`config.mk`:
```
export PLATFORM = sky130hd
export DESIGN_NAME = core_instruction_timing
export DESIGN_NICKNAME = d
export VERILOG_FILES = /design/src/verilog/core_timing_pkg.sv /design/src/verilog/core_decode_if.sv /design/src/verilog/core_opcode_decoder.sv /design/src/verilog/core_instruction_timing.sv
export SDC_FILE = /design/constraint.sdc
export NUM_CORES = 1
export LEC_CHECK = 0
export ABC_AREA = 1
export ABC_CLOCK_PERIOD_IN_PS = 1450
export BUFFER_PORTS_ARGS = -buffer_cell sky130_fd_sc_hd__buf_2
export CAP_MARGIN = 10
export CORE_MARGIN = 2
export CORE_UTILIZATION = 45
export DETAILED_ROUTE_END_ITERATION = 6
export PLACE_DENSITY = 0.68
export SETUP_SLACK_MARGIN = 0.3
export SLEW_MARGIN = 20
export SYNTH_ARGS = -nofsm -noshare
export SYNTH_HDL_FRONTEND = slang
export SYNTH_HIERARCHICAL = 1
export SYNTH_SLANG_ARGS = --single-unit
```
`constraint.sdc`:
```
create_clock -name core_clk_i -period 1.45 [get_ports core_clk_i]
set_clock_uncertainty 0.05 [all_clocks]
set_input_delay 0.145 -clock core_clk_i [delete_from_list [all_inputs] [get_ports core_clk_i]]
set_output_delay 0.145 -clock core_clk_i [all_outputs]
set_load 0.02 [all_outputs]
```
`src/verilog/core_timing_pkg.sv`:
```
// Package with opcode classes, byte counts and cycle counts for the instruction timing block.
package core_timing_pkg;

    // ------------------------------------------------------------------
    // Widths and reset values
    // ------------------------------------------------------------------
    localparam int OPCODE_W = 8;
    localparam int COUNT_W = 2;
    localparam logic [1:0] COUNT_RESET = 2'h0;

    // ------------------------------------------------------------------
    // Instruction classes
    // ------------------------------------------------------------------
    typedef enum logic [4:0] {
        CLS_ONE_ONE = 5'h00,      // one byte, one cycle
        CLS_TWO_TWO = 5'h01,      // two bytes, two cycles
        CLS_ONE_TWO = 5'h02,      // one byte, two cycles
        CLS_THREE_THREE = 5'h03,  // three bytes, three cycles
        CLS_ONE_THREE = 5'h04,    // one byte, three cycles
        CLS_UNLISTED = 5'h05      // outside the decoded set
    } timing_class_t;

    // ------------------------------------------------------------------
    // Memory space targets
    // ------------------------------------------------------------------
    typedef enum logic [1:0] {
        SPACE_NONE = 2'h0,
        SPACE_CODE_READ = 2'h1,
        SPACE_XDATA_READ = 2'h2,
        SPACE_PROGRAM_WRITE = 2'h3
    } space_t;

    // ------------------------------------------------------------------
    // Opcodes (binary compatible with the classic set)
    // ------------------------------------------------------------------
    localparam logic [7:0] OP_CODE_READ_DP = 8'h93;
    localparam logic [7:0] OP_CODE_READ_PC = 8'h83;
    localparam logic [7:0] OP_XREAD_DP = 8'hE0;
    localparam logic [7:0] OP_XWRITE_DP = 8'hF0;
    localparam logic [7:0] OP_LOAD_DP = 8'h90;
    localparam logic [7:0] OP_DIRECT_COPY = 8'h85;
    localparam logic [7:0] OP_PUSH = 8'hC0;
    localparam logic [7:0] OP_POP = 8'hD0;
    localparam logic [7:0] OP_EXCHANGE_DIRECT = 8'hC5;
    localparam logic [7:0] OP_CLR_A = 8'hE4;
    localparam logic [7:0] OP_CPL_A = 8'hF4;
    localparam logic [7:0] OP_RR_A = 8'h03;
    localparam logic [7:0] OP_RRC_A = 8'h13;
    localparam logic [7:0] OP_RL_A = 8'h23;
    localparam logic [7:0] OP_RLC_A = 8'h33;
    localparam logic [7:0] OP_SWAP_A = 8'hC4;
    localparam logic [3:0] HI_ADD = 4'h2;
    localparam logic [3:0] HI_ADD_CARRY = 4'h3;
    localparam logic [3:0] HI_OR = 4'h4;
    localparam logic [3:0] HI_AND = 4'h5;
    localparam logic [3:0] HI_XOR = 4'h6;
    localparam logic [3:0] HI_SUB_BORROW = 4'h9;
    localparam logic [3:0] HI_EXCHANGE = 4'hC;
    localparam logic [3:0] HI_XREAD_PTR = 4'hE;
    localparam logic [3:0] HI_XWRITE_PTR = 4'hF;
    localparam logic [3:0] HI_MOV_PTR_A = 4'hF;
    localparam logic [3:0] HI_MOV_REG_IMM = 4'h7;
    localparam logic [3:0] HI_MOV_REG_DIR = 4'hA;
    localparam logic [3:0] HI_MOV_DIR_PTR = 4'h8;

endpackage : core_timing_pkg

```
`src/verilog/core_decode_if.sv`:
```
// Interface carrying decoded instruction attributes from the decoder to the timing core.
`timescale 1ns/1ps
interface core_decode_if;
    logic [7:0] opcode;
    logic [1:0] length;
    logic [1:0] cycles;
    logic known;
    core_timing_pkg::space_t space;

    modport decoder (input opcode, output length, output cycles, output known, output space);
    modport core (output opcode, input length, input cycles, input known, input space);
endinterface : core_decode_if

```
`src/verilog/core_opcode_decoder.sv`:
```
// Combinational opcode decoder giving byte length, cycle count and memory space.
`timescale 1ns/1ps
module core_opcode_decoder (
    core_decode_if.decoder dec // decoded attribute bundle
);

    // ------------------------------------------------------------------
    // Class lookup
    // ------------------------------------------------------------------
    function automatic core_timing_pkg::timing_class_t classify(input logic [7:0] op);
        logic [3:0] hi;
        logic [3:0] lo;
        logic is_reg;
        logic is_ind;
        logic is_arith;
        logic is_logic;
        hi = op[7:4];
        lo = op[3:0];
        is_reg = lo[3];
        is_ind = (lo == 4'h6) || (lo == 4'h7);
        is_arith = hi == core_timing_pkg::HI_ADD || hi == core_timing_pkg::HI_ADD_CARRY ||
                   hi == core_timing_pkg::HI_SUB_BORROW;
        is_logic = hi == core_timing_pkg::HI_OR || hi == core_timing_pkg::HI_AND || hi == core_timing_pkg::HI_XOR;
        classify = core_timing_pkg::CLS_UNLISTED;
        if (is_arith || is_logic) begin
            if (is_reg) classify = core_timing_pkg::CLS_ONE_ONE;
            else if (lo == 4'h4 || lo == 4'h5) classify = core_timing_pkg::CLS_TWO_TWO;
            else if (is_ind) classify = core_timing_pkg::CLS_ONE_TWO;
            else if (lo == 4'h2 && is_logic) classify = core_timing_pkg::CLS_TWO_TWO;
            else if (lo == 4'h3 && is_logic) classify = core_timing_pkg::CLS_THREE_THREE;
        end
        if (hi == core_timing_pkg::HI_EXCHANGE && is_reg) classify = core_timing_pkg::CLS_ONE_ONE;
        if (hi == core_timing_pkg::HI_MOV_PTR_A && is_ind) classify = core_timing_pkg::CLS_ONE_TWO;
        if ((hi == core_timing_pkg::HI_MOV_REG_IMM || hi == core_timing_pkg::HI_MOV_REG_DIR) && is_reg)
            classify = core_timing_pkg::CLS_TWO_TWO;
        if (hi == core_timing_pkg::HI_MOV_DIR_PTR && is_ind) classify = core_timing_pkg::CLS_TWO_TWO;
        if ((hi == core_timing_pkg::HI_XREAD_PTR || hi == core_timing_pkg::HI_XWRITE_PTR) &&
            (lo == 4'h2 || lo == 4'h3)) classify = core_timing_pkg::CLS_ONE_THREE;
        case (op)
            core_timing_pkg::OP_CLR_A, core_timing_pkg::OP_CPL_A, core_timing_pkg::OP_RR_A,
            core_timing_pkg::OP_RRC_A, core_timing_pkg::OP_RL_A, core_timing_pkg::OP_RLC_A,
            core_timing_pkg::OP_SWAP_A: classify = core_timing_pkg::CLS_ONE_ONE;
            core_timing_pkg::OP_PUSH, core_timing_pkg::OP_POP,
            core_timing_pkg::OP_EXCHANGE_DIRECT: classify = core_timing_pkg::CLS_TWO_TWO;
            core_timing_pkg::OP_DIRECT_COPY,
            core_timing_pkg::OP_LOAD_DP: classify = core_timing_pkg::CLS_THREE_THREE;
            core_timing_pkg::OP_CODE_READ_DP, core_timing_pkg::OP_CODE_READ_PC,
            core_timing_pkg::OP_XREAD_DP,
            core_timing_pkg::OP_XWRITE_DP: classify = core_timing_pkg::CLS_ONE_THREE;
            default: ;
        endcase
    endfunction : classify

    core_timing_pkg::timing_class_t cls;

    always_comb begin
        cls = classify(dec.opcode);
        dec.known = 1'b1;
        case (cls)
            core_timing_pkg::CLS_ONE_ONE: begin
                dec.length = 2'h1;
                dec.cycles = 2'h1;
            end
            core_timing_pkg::CLS_TWO_TWO: begin
                dec.length = 2'h2;
                dec.cycles = 2'h2;
            end
            core_timing_pkg::CLS_ONE_TWO: begin
                dec.length = 2'h1;
                dec.cycles = 2'h2;
            end
            core_timing_pkg::CLS_THREE_THREE: begin
                dec.length = 2'h3;
                dec.cycles = 2'h3;
            end
            core_timing_pkg::CLS_ONE_THREE: begin
                dec.length = 2'h1;
                dec.cycles = 2'h3;
            end
            default: begin
                dec.length = 2'h1;
                dec.cycles = 2'h1;
                dec.known = 1'b0;
            end
        endcase
    end

    // Writes of the external-data move land in program memory; there is no off-chip space.
    always_comb begin
        dec.space = core_timing_pkg::SPACE_NONE;
        if (dec.opcode == core_timing_pkg::OP_CODE_READ_DP || dec.opcode == core_timing_pkg::OP_CODE_READ_PC)
            dec.space = core_timing_pkg::SPACE_CODE_READ;
        else if (dec.opcode == core_timing_pkg::OP_XREAD_DP || dec.opcode == 8'hE2 || dec.opcode == 8'hE3)
            dec.space = core_timing_pkg::SPACE_XDATA_READ;
        else if (dec.opcode == core_timing_pkg::OP_XWRITE_DP || dec.opcode == 8'hF2 || dec.opcode == 8'hF3)
            dec.space = core_timing_pkg::SPACE_PROGRAM_WRITE;
    end

endmodule : core_opcode_decoder

```
`src/verilog/core_instruction_timing.sv`:
```
// Top of the instruction timing block: fetches opcodes, sequences byte fetch and execute cycles.
`timescale 1ns/1ps
module core_instruction_timing (
    input wire logic core_clk_i,          // system clock, 40 MHz
    input wire logic rst_n_i,             // asynchronous reset, active low
    input wire logic [7:0] code_byte_i,   // program byte at fetch_addr_o
    input wire logic code_valid_i,        // program byte present this cycle
    output logic [15:0] fetch_addr_o,     // program fetch address
    output logic start_o,                 // pulse: first cycle of an instruction
    output logic done_o,                  // pulse: last cycle of an instruction
    output logic [7:0] opcode_o,          // opcode in execution
    output logic [7:0] operand1_o,        // second instruction byte
    output logic [7:0] operand2_o,        // third instruction byte
    output logic [1:0] length_o,          // byte length of current instruction
    output logic [1:0] cycles_o,          // cycle count of current instruction
    output logic unlisted_o,              // opcode is outside the timed set
    output logic code_read_o,             // pulse: code byte read issued
    output logic xdata_read_o,            // pulse: external data read issued
    output logic program_write_o          // pulse: program memory write issued
);

    // ------------------------------------------------------------------
    // Sequencer state
    // ------------------------------------------------------------------
    typedef enum logic [2:0] {
        ST_FETCH = 3'b001,
        ST_EXEC = 3'b010,
        ST_LAST = 3'b100
    } seq_state_t;

    seq_state_t state_q;
    logic [1:0] bytes_q;
    logic [15:0] pc_q;
    core_decode_if dec ();

    core_opcode_decoder u_dec (
        .dec(dec.decoder)
    );

    assign dec.opcode = code_byte_i;

    // ------------------------------------------------------------------
    // Cycle sequencing
    // ------------------------------------------------------------------
    // Each instruction lasts its decoded cycle count from the opcode cycle, plus one cycle for each cycle that an owed operand byte is withheld.
    always_ff @(posedge core_clk_i or negedge rst_n_i) begin
        if (!rst_n_i) begin
            state_q <= ST_FETCH;
        end else begin
            case (state_q)
                ST_FETCH: begin
                    if (code_valid_i && dec.cycles != 2'h1) begin
                        state_q <= (dec.cycles == 2'h2) ? ST_LAST : ST_EXEC;
                    end
                end
                ST_EXEC: begin
                    if (code_valid_i || bytes_q == 2'h0) begin
                        state_q <= ST_LAST;
                    end
                end
                ST_LAST: begin
                    if (code_valid_i || bytes_q == 2'h0) begin
                        state_q <= ST_FETCH;
                    end
                end
                default: state_q <= ST_FETCH;
            endcase
        end
    end

    // Bytes still to fetch after the opcode; a cycle without a byte stalls the sequencer while any remain.
    always_ff @(posedge core_clk_i or negedge rst_n_i) begin
        if (!rst_n_i) begin
            bytes_q <= 2'h0;
        end else if (state_q == ST_FETCH && code_valid_i) begin
            bytes_q <= 2'(dec.length - 2'h1);
        end else if (state_q != ST_FETCH && bytes_q != 2'h0 && code_valid_i) begin
            bytes_q <= 2'(bytes_q - 2'h1);
        end
    end

    // ------------------------------------------------------------------
    // Program counter and operand capture
    // ------------------------------------------------------------------
    logic take_byte;
    assign take_byte = code_valid_i && (state_q == ST_FETCH || bytes_q != 2'h0);

    always_ff @(posedge core_clk_i or negedge rst_n_i) begin
        if (!rst_n_i) begin
            pc_q <= 16'h0000;
        end else if (take_byte) begin
            pc_q <= 16'(pc_q + 16'h0001);
        end
    end

    assign fetch_addr_o = pc_q;

    always_ff @(posedge core_clk_i or negedge rst_n_i) begin
        if (!rst_n_i) begin
            opcode_o <= 8'h00;
            length_o <= 2'h0;
            cycles_o <= 2'h0;
            unlisted_o <= 1'b0;
        end else if (state_q == ST_FETCH && code_valid_i) begin
            opcode_o <= code_byte_i;
            length_o <= dec.length;
            cycles_o <= dec.cycles;
            unlisted_o <= ~dec.known;
        end
    end

    always_ff @(posedge core_clk_i or negedge rst_n_i) begin
        if (!rst_n_i) begin
            operand1_o <= 8'h00;
            operand2_o <= 8'h00;
        end else if (state_q != ST_FETCH && code_valid_i && bytes_q != 2'h0) begin
            if (bytes_q == length_o - 2'h1) operand1_o <= code_byte_i;
            else operand2_o <= code_byte_i;
        end
    end

    // ------------------------------------------------------------------
    // Instruction boundary strobes
    // ------------------------------------------------------------------
    always_ff @(posedge core_clk_i or negedge rst_n_i) begin
        if (!rst_n_i) begin
            start_o <= 1'b0;
            done_o <= 1'b0;
        end else begin
            start_o <= state_q == ST_FETCH && code_valid_i;
            done_o <= (state_q == ST_FETCH && code_valid_i && dec.cycles == 2'h1) ||
                      (state_q == ST_LAST && (code_valid_i || bytes_q == 2'h0));
        end
    end

    // ------------------------------------------------------------------
    // Memory space strobes
    // ------------------------------------------------------------------
    always_ff @(posedge core_clk_i or negedge rst_n_i) begin
        if (!rst_n_i) begin
            code_read_o <= 1'b0;
            xdata_read_o <= 1'b0;
            program_write_o <= 1'b0;
        end else begin
            code_read_o <= state_q == ST_FETCH && code_valid_i &&
                           dec.space == core_timing_pkg::SPACE_CODE_READ;
            xdata_read_o <= state_q == ST_FETCH && code_valid_i &&
                            dec.space == core_timing_pkg::SPACE_XDATA_READ;
            program_write_o <= state_q == ST_FETCH && code_valid_i &&
                               dec.space == core_timing_pkg::SPACE_PROGRAM_WRITE;
        end
    end

endmodule : core_instruction_timing

```
### Word-level counts from Yosys, hierarchy flattened

Index checks and enable logic that the tools add are counted.
W data, S select, Z words.

* add/subtract/negate cells: 4
* equal/unequal tests: 56
* mux-type cells: 25
* bitwise logic cells: 2
* reductions and logical operators: 51

Operators with widths (number)
* $eq A8 B8 Y1 const B: 16
* $mux W5: 10
* $eq A4 B3 Y1 const B: 8
* $eq A4 B4 Y1 const B: 6
* $pmux W5 S4: 1
* $logic_and A1 B1 Y1: 19
* $logic_or A1 B1 Y1: 18
* $add A16 B1 Y16 const B: 1
* $eq A4 B2 Y1 const B: 4
* $eq A8 B6 Y1 const B: 2
* $mux W3: 5
* $eq A5 B2 Y1 const B: 2
* $mux W2: 5
* $pmux W3 S3: 1
* $eq A8 B2 Y1 const B: 1
* $eq A8 B5 Y1 const B: 1
* $pmux W2 S2: 2
* $reduce_or A7 Y1: 1
* $eq A2 B2 Y1 const B: 3
* $ne A2 B2 Y1 const B: 3
* $reduce_or A2 Y1: 3
* $sub A2 B1 Y2 const B: 3
* $eq A5 B1 Y1 const B: 1
* $eq A5 B3 Y1 const B: 1
* 17 further kinds: 21

* bits in registers: 55
* input bits: 11
* output and inout port bits: 50
* word-level logic and storage cells: 152

### Longest topological paths before layout

Gate-level depths: netlist of run 1.

* depth after elaboration: 23
* gate-level depth with buffers: 17
* gate-level depth less buffers: 17

### By module

Netlist of run 1, hierarchy kept.

By module, submodules not included
* core_instruction_timing: instances 1, cells an instance 265, area each 2427.3 sq um
* core_opcode_decoder: instances 1, cells an instance 103, area each 483.0 sq um

### Worst setup path before layout of run 1

No wires, ideal clock.

* kind: input to register
* start point: in code_byte_i[0]
* end point: reg state_q[1]
* setup time: 0.125 ns
* data arrival time: 1.432 ns
* required time: 1.275 ns
* slack: -0.157 ns
* stages on the path: 14
* path buffers: 0
* path through: nor2_1 > nand2_4 > nor2_1 > nor2_4 > nand2_2 > nor2_2 > nand2_2 > nand2_4 > nand3_1 > nand2_1 > o21ai_0 > nand2_1 > nand2_1 > o22ai_1

* cells in the longest elaborated chain, start to end: 21
* elaborated cells between the ends (all ways): 61
* classes of those cells: eq/ne (29); mux (16); reduce/logical (16)

Ends and longest elaborated chain
* from (decl): line core_instruction_timing.sv:6 `input wire logic [7:0] code_byte_i,`
* $eq A4 B2 Y1: line core_opcode_decoder.sv:30, core_opcode_decoder.sv:38
* $logic_and A1 B1 Y1: line core_opcode_decoder.sv:30 `else if (lo == 4'h3 && is_logic) classify = core_timing_pkg::CLS_THREE_THREE;`
* $mux W3: line core_opcode_decoder.sv:30
* $mux W5: line core_opcode_decoder.sv:29 `else if (lo == 4'h2 && is_logic) classify = core_timing_pkg::CLS_TWO_TWO;`
* $mux W5: line core_opcode_decoder.sv:28 `else if (is_ind) classify = core_timing_pkg::CLS_ONE_TWO;`
* $mux W5: line core_opcode_decoder.sv:27 `else if (lo == 4'h4 || lo == 4'h5) classify = core_timing_pkg::CLS_TWO_TWO;`
* $mux W5: line core_opcode_decoder.sv:26 `if (is_reg) classify = core_timing_pkg::CLS_ONE_ONE;`
* $mux W5: line core_opcode_decoder.sv:25 `if (is_arith || is_logic) begin`
* [6 not listed]
* $eq A5 B2 Y1 (tied with other cells): line core_opcode_decoder.sv:59 `case (cls)`
* $reduce_or A2 Y1 (no line)
* $pmux W2 S2 *: line core_opcode_decoder.sv:59
* via dec.cycles[1]: line core_decode_if.sv:6 `logic [1:0] cycles;`
* $eq A2 B2 Y1 or $ne A2 B1 Y1 (tied branches): line core_instruction_timing.sv:53, core_instruction_timing.sv:52
* $mux W3 or $logic_and A1 B1 Y1 (tied branches): line core_instruction_timing.sv:53, core_instruction_timing.sv:52
* $mux W3 or $ne A2 B2 Y1 (tied branches)
* $pmux W3 S3 or $reduce_and A3 Y1 (tied branches)
* to (signal assigned): line core_instruction_timing.sv:53 `state_q <= (dec.cycles == 2'h2) ? ST_LAST : ST_EXEC;`
* to (decl): line core_instruction_timing.sv:31 `seq_state_t state_q;`

The timed path passes the listed nets; every way through them passes the cells marked *. The select of a mux whose other input is x is not followed.
A chain may end at the register's enable or synchronous reset.

### Final worst setup path of run 1

* start point: reg state_q[0]
* end point: reg operand1_o[1]

* cells in the longest elaborated chain, start to end: 4

Ends and longest elaborated chain
* $ne A3 B1 Y1: line core_instruction_timing.sv:116 `end else if (state_q != ST_FETCH && code_valid_i && bytes_q != 2'h0) begin`
* $logic_and A1 B1 Y1 (2 in a row): line core_instruction_timing.sv:116
* $reduce_and A2 Y1 (no line)
* to (signal assigned): line core_instruction_timing.sv:117 `if (bytes_q == length_o - 2'h1) operand1_o <= code_byte_i;`
* to (decl): line core_instruction_timing.sv:12 `output logic [7:0] operand1_o,`

Every way passes these cells.

==> results.json, run 1 <==
{
  "grt.total_usage_pct": 22.79,
  "antenna_found_initial": 0,
  "maxSlewViolCount": 0,
  "slew_headroom_pct": 76.56,
  "clk_pin_slew_ns": 0.10,
  "die_w_um": 84.42,
  "netlist_area_um2": 2910,
  "ff2ff_setup_slack_ns": -0.09,
  "synthCells": 368,
  "setup_viol": 30,
  "drive_gt1_share_pct": 58.42,
  "dr.first_iter.drc_count": 136,
  "rr_startpoint": "state_q[0]$_DFFE_PN1P_",
  "gp_congestion": 0.8797,
  "synth.net_count": 380,
  "ys_ff_latch": 55,
  "vias_per_cell": 5.096,
  "violations": "negative setup slack",
  "worst_slew_pin_slew_ns": 0.3507,
  "detail_route.wl_per_cell_um": 14.52,
  "num_vias": 2966,
  "gr-total-overflow": 0,
  "grt_max_degree": 56,
  "worstPathArrival_ns": 1.74,
  "hold_viol_final": 0,
  "numCtsBuffers": 5,
  "ys_warn_count": 6,
  "worstSetupEndpointType": "flip-flop",
  "htreeDepth": 2,
  "crit_type": "reg2reg",
  "grt_pass1_vias": 2787,
  "hold_path.class": "in2reg",
  "p_leak_nw": 2.429,
  "tns_ns": -0.8556,
  "grt_pass1_wl_mm": 13.10,
  "syn_avg_cell_area_um2": 7.908,
  "initial_utilization_pct": 46.10,
  "antenna_left": 0,
  "crit_path_start_kind": "flip-flop",
  "num_rows": 29,
  "min_period_ns": 1.543,
  "outcome": "finished, violations left",
  "cts_tree": "done",
  "ys_seq_area_share_pct": 47.33,
  "clockBufferDepth": 2,
  "startpoint": "state_q[0]$_DFFE_PN1P_",
  "coreArea_um2": 6314,
  "layout.nets": 516,
  "die_area_um2": 7127,
  "wl_mm": 8.452,
  "worstReg2RegEnd": "operand1_o[1]$_DFFE_PN0P_",
  "n_fill_cell": 443,
  "drc": 0,
  "drt-pass1-iter-count": 4,
  "stdcell_area_um2": 4817,
  "syn_to_final_growth_pct": 65.52,
  "required_ns": 1.65,
  "p_per_area_nw_per_um2": 1962,
  "dpl.cell_count": 532,
  "clk_latency_ns": 0.31,
  "fmax_ghz": 0.6483,
  "r2r.worst_path.cells": 8,
  "pin_count": 61,
  "endpoint": "operand1_o[1]$_DFFE_PN0P_",
  "synth_cell_type_count": 28,
  "cts_root_buffer": "clkbuf_8",
  "clock_sinks": 55,
  "path_cells": "inv_2 > nor2_4 > nand2_1 > inv_2 > nor2_4 > o211ai_4 > buf_6 > o21ai_1",
  "chipHeight_um": 84.42,
  "dpl-instance-area_um2": 3741,
  "place_hpwl_mm": 5.175,
  "layout_worst_path_cycle_share_pct": 106.4,
  "setup_slack_ns": -0.09258,
  "max_stage_delay_ns": 0.40,
  "io_buffers": 60,
  "peakVddDrop_mv": 1.181,
  "slowest_stage": "dfstp_2",
  "antenna_cells": 0,
  "final_cells": 582,
  "rsz0062_at_grt": "true",
  "timing.max_cap.violations": 0,
  "crit_fanout": 4
}
## cells in the final DEF, fill, tap and decap left out, types with 3 or more instances in the layout
master and instances:
nand2_1 72, buf_4 48, buf_2 46, dfrtp_1 42, nand2_2 33, buf_6 29, inv_1 28, o21ai_2 22
nor2_4 18, nor2_1 16, nand2_4 16, nand3_1 13, dfrtp_2 12, inv_2 11, o21ai_1 10, nand4_1 9
nor2_2 9, nand3_2 7, xor2_1 6, xnor2_1 5, clkbuf_8 5, inv_4 4, nor3_2 4, buf_12 4
o21ai_4 3, buf_8 3
## worst min path at each step
stage | cells after the start | from | slack, ns | end
floorplan | 0 | rst_n_i | -0.20 | bytes_q[0]$_DFFE_PN0P_
CTS | 3 | code_byte_i[0] | 0.15 | operand2_o[0]$_DFFE_PN0P_
detailed placement | 2 | rst_n_i | 0.12 | operand2_o[4]$_DFFE_PN0P_
global route | 3 | code_byte_i[0] | 0.15 | operand2_o[0]$_DFFE_PN0P_
global placement | 2 | rst_n_i | 0.12 | operand2_o[5]$_DFFE_PN0P_
finish | 3 | code_byte_i[0] | 0.15 | operand2_o[0]$_DFFE_PN0P_
## layout make-up
cell class | count | area [um2] | share of cell area [%]
Clock buffer | 5 | 68.82 | 1.429
Multi-Input combinational cell | 264 | 1901 | 39.45
Inverter | 45 | 188.9 | 3.922
Sequential cell | 55 | 1393 | 28.91
Clock inverter | 3 | 67.56 | 1.403
Tap cell | 77 | 96.34 | 2.000
Timing Repair Buffer | 133 | 1102 | 22.88
## per-layer routing
layer	track usage (%)	vias up	part of all wire, %
li1	-	1453	-
met1	29.56	1431	43
met2	40.04	70	52
met3	3.441	12	3.4
met4	5.916	0	1.9
met5	0	-	0
## cell usage after synthesis, drive strengths merged
library cell  number  area, um2
xnor2              7      61.31
o22ai              2      12.51
o211ai             1      12.51
nand3b             2      15.01
o21ai             36      229.0
o21a               1      7.510
nor2              43      193.9
nand3             22      120.1
dfstp              1      26.28
nor3               8      40.04
ha                 1      12.51
inv               45      168.9
o32ai              1      8.760
nand2            122      490.5
xor2               6      52.55
nand4              9      56.30
buf                6      42.54
and2               1      8.760
dfrtp             54       1351
## worst max-delay path: cells and delay by family, from the launching register on
kind,cells,cell delay (ns)
buffers and inverters,3,0.31
DFF,1,0.40
AOI/OAI and AO/OA,2,0.28
and+or+nand+nor,3,0.44
## state kept, by name, indices dropped and copies added, names as in the netlist, 2 cells and up
name          count
state_q           3
operand2_o        8
bytes_q           2
fetch_addr_o     16
opcode_o          8
cycles_o          2
operand1_o        8
length_o          2
## stage by stage
stage	total power [mW]	setup slack (ns)	utilization (%)	hold slack, ns
final	9.452	-0.09258	76.30	0.1467
after global routing	10.00	-0.1647	76.30	0.1478
after CTS	8.509	-0.002340	69.68	0.1491
after detailed placement	6.307	-0.4467	59.25	0.1191
after global placement	6.218	-0.3923	59.25	0.1170
after floorplan	5.163	-0.04106	-	-0.2006
## logic make-up after synthesis
family / count (synthesis) / synth area share [%]
simple gates: 207 / 31.77
flops: 55 / 47.33
buf+inv: 51 / 7.266
compound gates: 41 / 9.286
xor+xnor: 13 / 3.912
fa+ha+maj: 1 / 0.4299
## power breakdown
group          switching (mW)  leakage, nW  total, mW  internal (mW)
Combinational            3.05         1.68       5.52           2.47
Sequential              0.538        0.685       2.70           2.16
Clock                   0.545       0.0644       1.23          0.689
## what timing repair did
| action | in CTS | in global routing |
|---|---|---|
| gates cloned | 1 | 4 |
| hold buffers | 1 | 0 |
| resized for setup | 102 | 58 |
| pin swaps | 49 | 39 |
| buffers inserted | 20 | 16 |
| setup endpoints to repair | 58 | 66 |
| endpoints found under the hold margin | 54 | 0 |
No activity file was read; power rests on OpenSTA's default activity.
==> run 2, diff against run 1 <==
--- a/config.mk
+++ b/config.mk
@@ -7,7 +7,7 @@
 export LEC_CHECK = 0
 export ABC_AREA = 1
 export ABC_CLOCK_PERIOD_IN_PS = 1450
-export BUFFER_PORTS_ARGS = -buffer_cell sky130_fd_sc_hd__buf_2
+export BUFFER_PORTS_ARGS = -buffer_cell sky130_fd_sc_hd__buf_4
 export CAP_MARGIN = 10
 export CORE_MARGIN = 2
 export CORE_UTILIZATION = 45
==> run 2 against run 1 <==
  * The flow still finishes with violations (negative setup slack)
  * Clock power decreased by 4%
  * Sequential power is essentially flat
  * Clock-buffer cell count is 1 higher
  * Sequential share of layout area is 0.42 points lower
  * Global-route usage decreased by 0.12 points
==> results.json, run 2 (synthesized netlist as in run 1, its figures left out) <==
{
  "outcome": "finished, violations left",
  "violations": "negative setup slack",
  "drt-pass1-iter-count": 4,
  "path_cells": "nand3_2 > nor2_1 > nand3_1 > nand2_1 > nand2_1 > nand2_1 > o21ai_2",
  "grt_pass1_vias": 2810,
  "slowest_stage": "dfrtp_2",
  "worstSetupEndpointType": "flip-flop",
  "worst_slew_pin_slew_ns": 0.4122,
  "cp_common_cell": "nand2_1",
  "whs_ns": 0.1383,
  "maxSlewViolCount": 0,
  "p_leak_nw": 2.418,
  "hold_path.class": "in2reg",
  "largest_register_ffs": 16,
  "gp_congestion": 0.9159,
  "setup_slack_ns": -0.07174,
  "io_buffers": 60,
  "fmax_ghz": 0.6571,
  "drive_gt1_share_pct": 58.23,
  "vias_per_cell": 5.090,
  "clockBufferDepth": 2,
  "max_stage_delay_ns": 0.44,
  "grt_max_degree": 28,
  "cts_tree": "done",
  "timing.max_cap.violations": 0,
  "grt.total_usage_pct": 22.68,
  "clk_pin_slew_ns": 0.10,
  "crit_path_start_kind": "flip-flop",
  "cts_root_buffer": "clkbuf_8",
  "initial_utilization_pct": 46.10,
  "gr-total-overflow": 0,
  "grt_pass1_wl_mm": 13.21,
  "antenna_cells": 0,
  "num_rows": 29,
  "layout_worst_path_cycle_share_pct": 104.9,
  "htreeDepth": 2,
  "antenna_left": 0,
  "worstPathArrival_ns": 1.68,
  "numCtsBuffers": 5,
  "detail_route.wl_per_cell_um": 14.80,
  "crit_type": "reg2reg",
  "clock_sinks": 55,
  "dr.first_iter.drc_count": 124,
  "required_ns": 1.60,
  "die_area_um2": 7127,
  "drc": 0,
  "crit_fanout": 4,
  "layout_common_cells": "buf_4, nand2_1, dfrtp_1",
  "p_per_area_nw_per_um2": 1926,
  "rsz0062_at_grt": "true",
  "slew_headroom_pct": 72.52,
  "chipHeight_um": 84.42,
  "setup_viol": 8,
  "clk_latency_ns": 0.31,
  "tns_ns": -0.2967,
  "wl_mm": 8.510,
  "final_common_cell": "buf_4",
  "num_vias": 2927,
  "final_cells": 575,
  "syn_to_final_growth_pct": 68.10,
  "hold_viol_final": 0,
  "die_w_um": 84.42,
  "coreArea_um2": 6314,
  "min_period_ns": 1.522,
  "dpl.cell_count": 531,
  "pin_count": 61,
  "layout.nets": 509,
  "peakVddDrop_mv": 1.458,
  "antenna_found_initial": 0,
  "place_hpwl_mm": 5.260
}
[run 2: what timing repair did]
| item | CTS | global route |
|---|---|---|
| gates resized for setup | 65 | 94 |
| hold buffers | 1 | 0 |
| hold endpoints to repair | 24 | 0 |
| setup endpoints to repair | 57 | 63 |
| pin swaps | 34 | 46 |
| cloned | 3 | 0 |
| setup buffers | 16 | 16 |
[run 2: final timing paths]
| kind | slack (ns) | end | startpoint | cells after the start |
|---|---|---|---|---|
| min reg2reg | 0.44 | operand2_o[3]$_DFFE_PN0P_ | operand2_o[3]$_DFFE_PN0P_ | 2 |
| max | -0.07 | fetch_addr_o[13]$_DFFE_PN0P_ | fetch_addr_o[0]$_DFFE_PN0P_ | 7 |
| min | 0.14 | operand2_o[2]$_DFFE_PN0P_ | code_byte_i[2] | 3 |
| max in group asynchronous | 0.60 | state_q[0]$_DFFE_PN1P_ | rst_n_i | 3 |
| max reg2reg | -0.07 | fetch_addr_o[13]$_DFFE_PN0P_ | fetch_addr_o[0]$_DFFE_PN0P_ | 7 |
| min in group asynchronous | 0.22 | fetch_addr_o[13]$_DFFE_PN0P_ | rst_n_i | 2 |
[run 2: critical path, delay by kind of cell (launching register included)]
kind | cells | cell delay [ns]
AO/OA/AOI/OAI | 1 | 0.07
flip-flops | 1 | 0.44
AND/OR/NAND/NOR | 6 | 0.85
[run 2: cell type report]
| class | count | area (um2) |
|---|---|---|
| clock buffer | 6 | 72.57 |
| clock inverter | 2 | 60.06 |
| fill | 427 | 1421 |
| inverter | 45 | 201.4 |
| multi-input combinational | 265 | 1923 |
| sequential | 55 | 1394 |
| tap | 77 | 96.34 |
| timing repair buffer | 125 | 1145 |
[run 2: layer usage]
layer	up-vias	share of wire [%]	GRT usage, %
li1	1432	-	-
met1	1436	42	29.54
met2	55	54	39.61
met3	4	3.2	3.638
met4	0	0.87	5.772
met5	-	0	0
[run 2: stage by stage]
| step | total power [mW] | setup WS, ns | instance area, um2 | util (%) |
|---|---|---|---|---|
| 2_1_floorplan | 5.163 | -0.04106 | 3152 | - |
| 4_1_cts | 8.565 | 0.004598 | 4417 | 69.96 |
| 6_report | 9.423 | -0.07174 | 4892 | 77.49 |
| 3_3_place_gp | 6.542 | -0.3061 | 3871 | 61.32 |
| 3_5_place_dp | 6.625 | -0.3666 | 3871 | 61.32 |
| 5_1_grt | 9.947 | -0.1703 | 4892 | 77.49 |
[run 2: where the power goes]
part	internal (mW)	switching, mW
Sequential	2.16	0.559
Combinational	2.56	2.96
Clock	0.690	0.492
Total	5.41	4.01
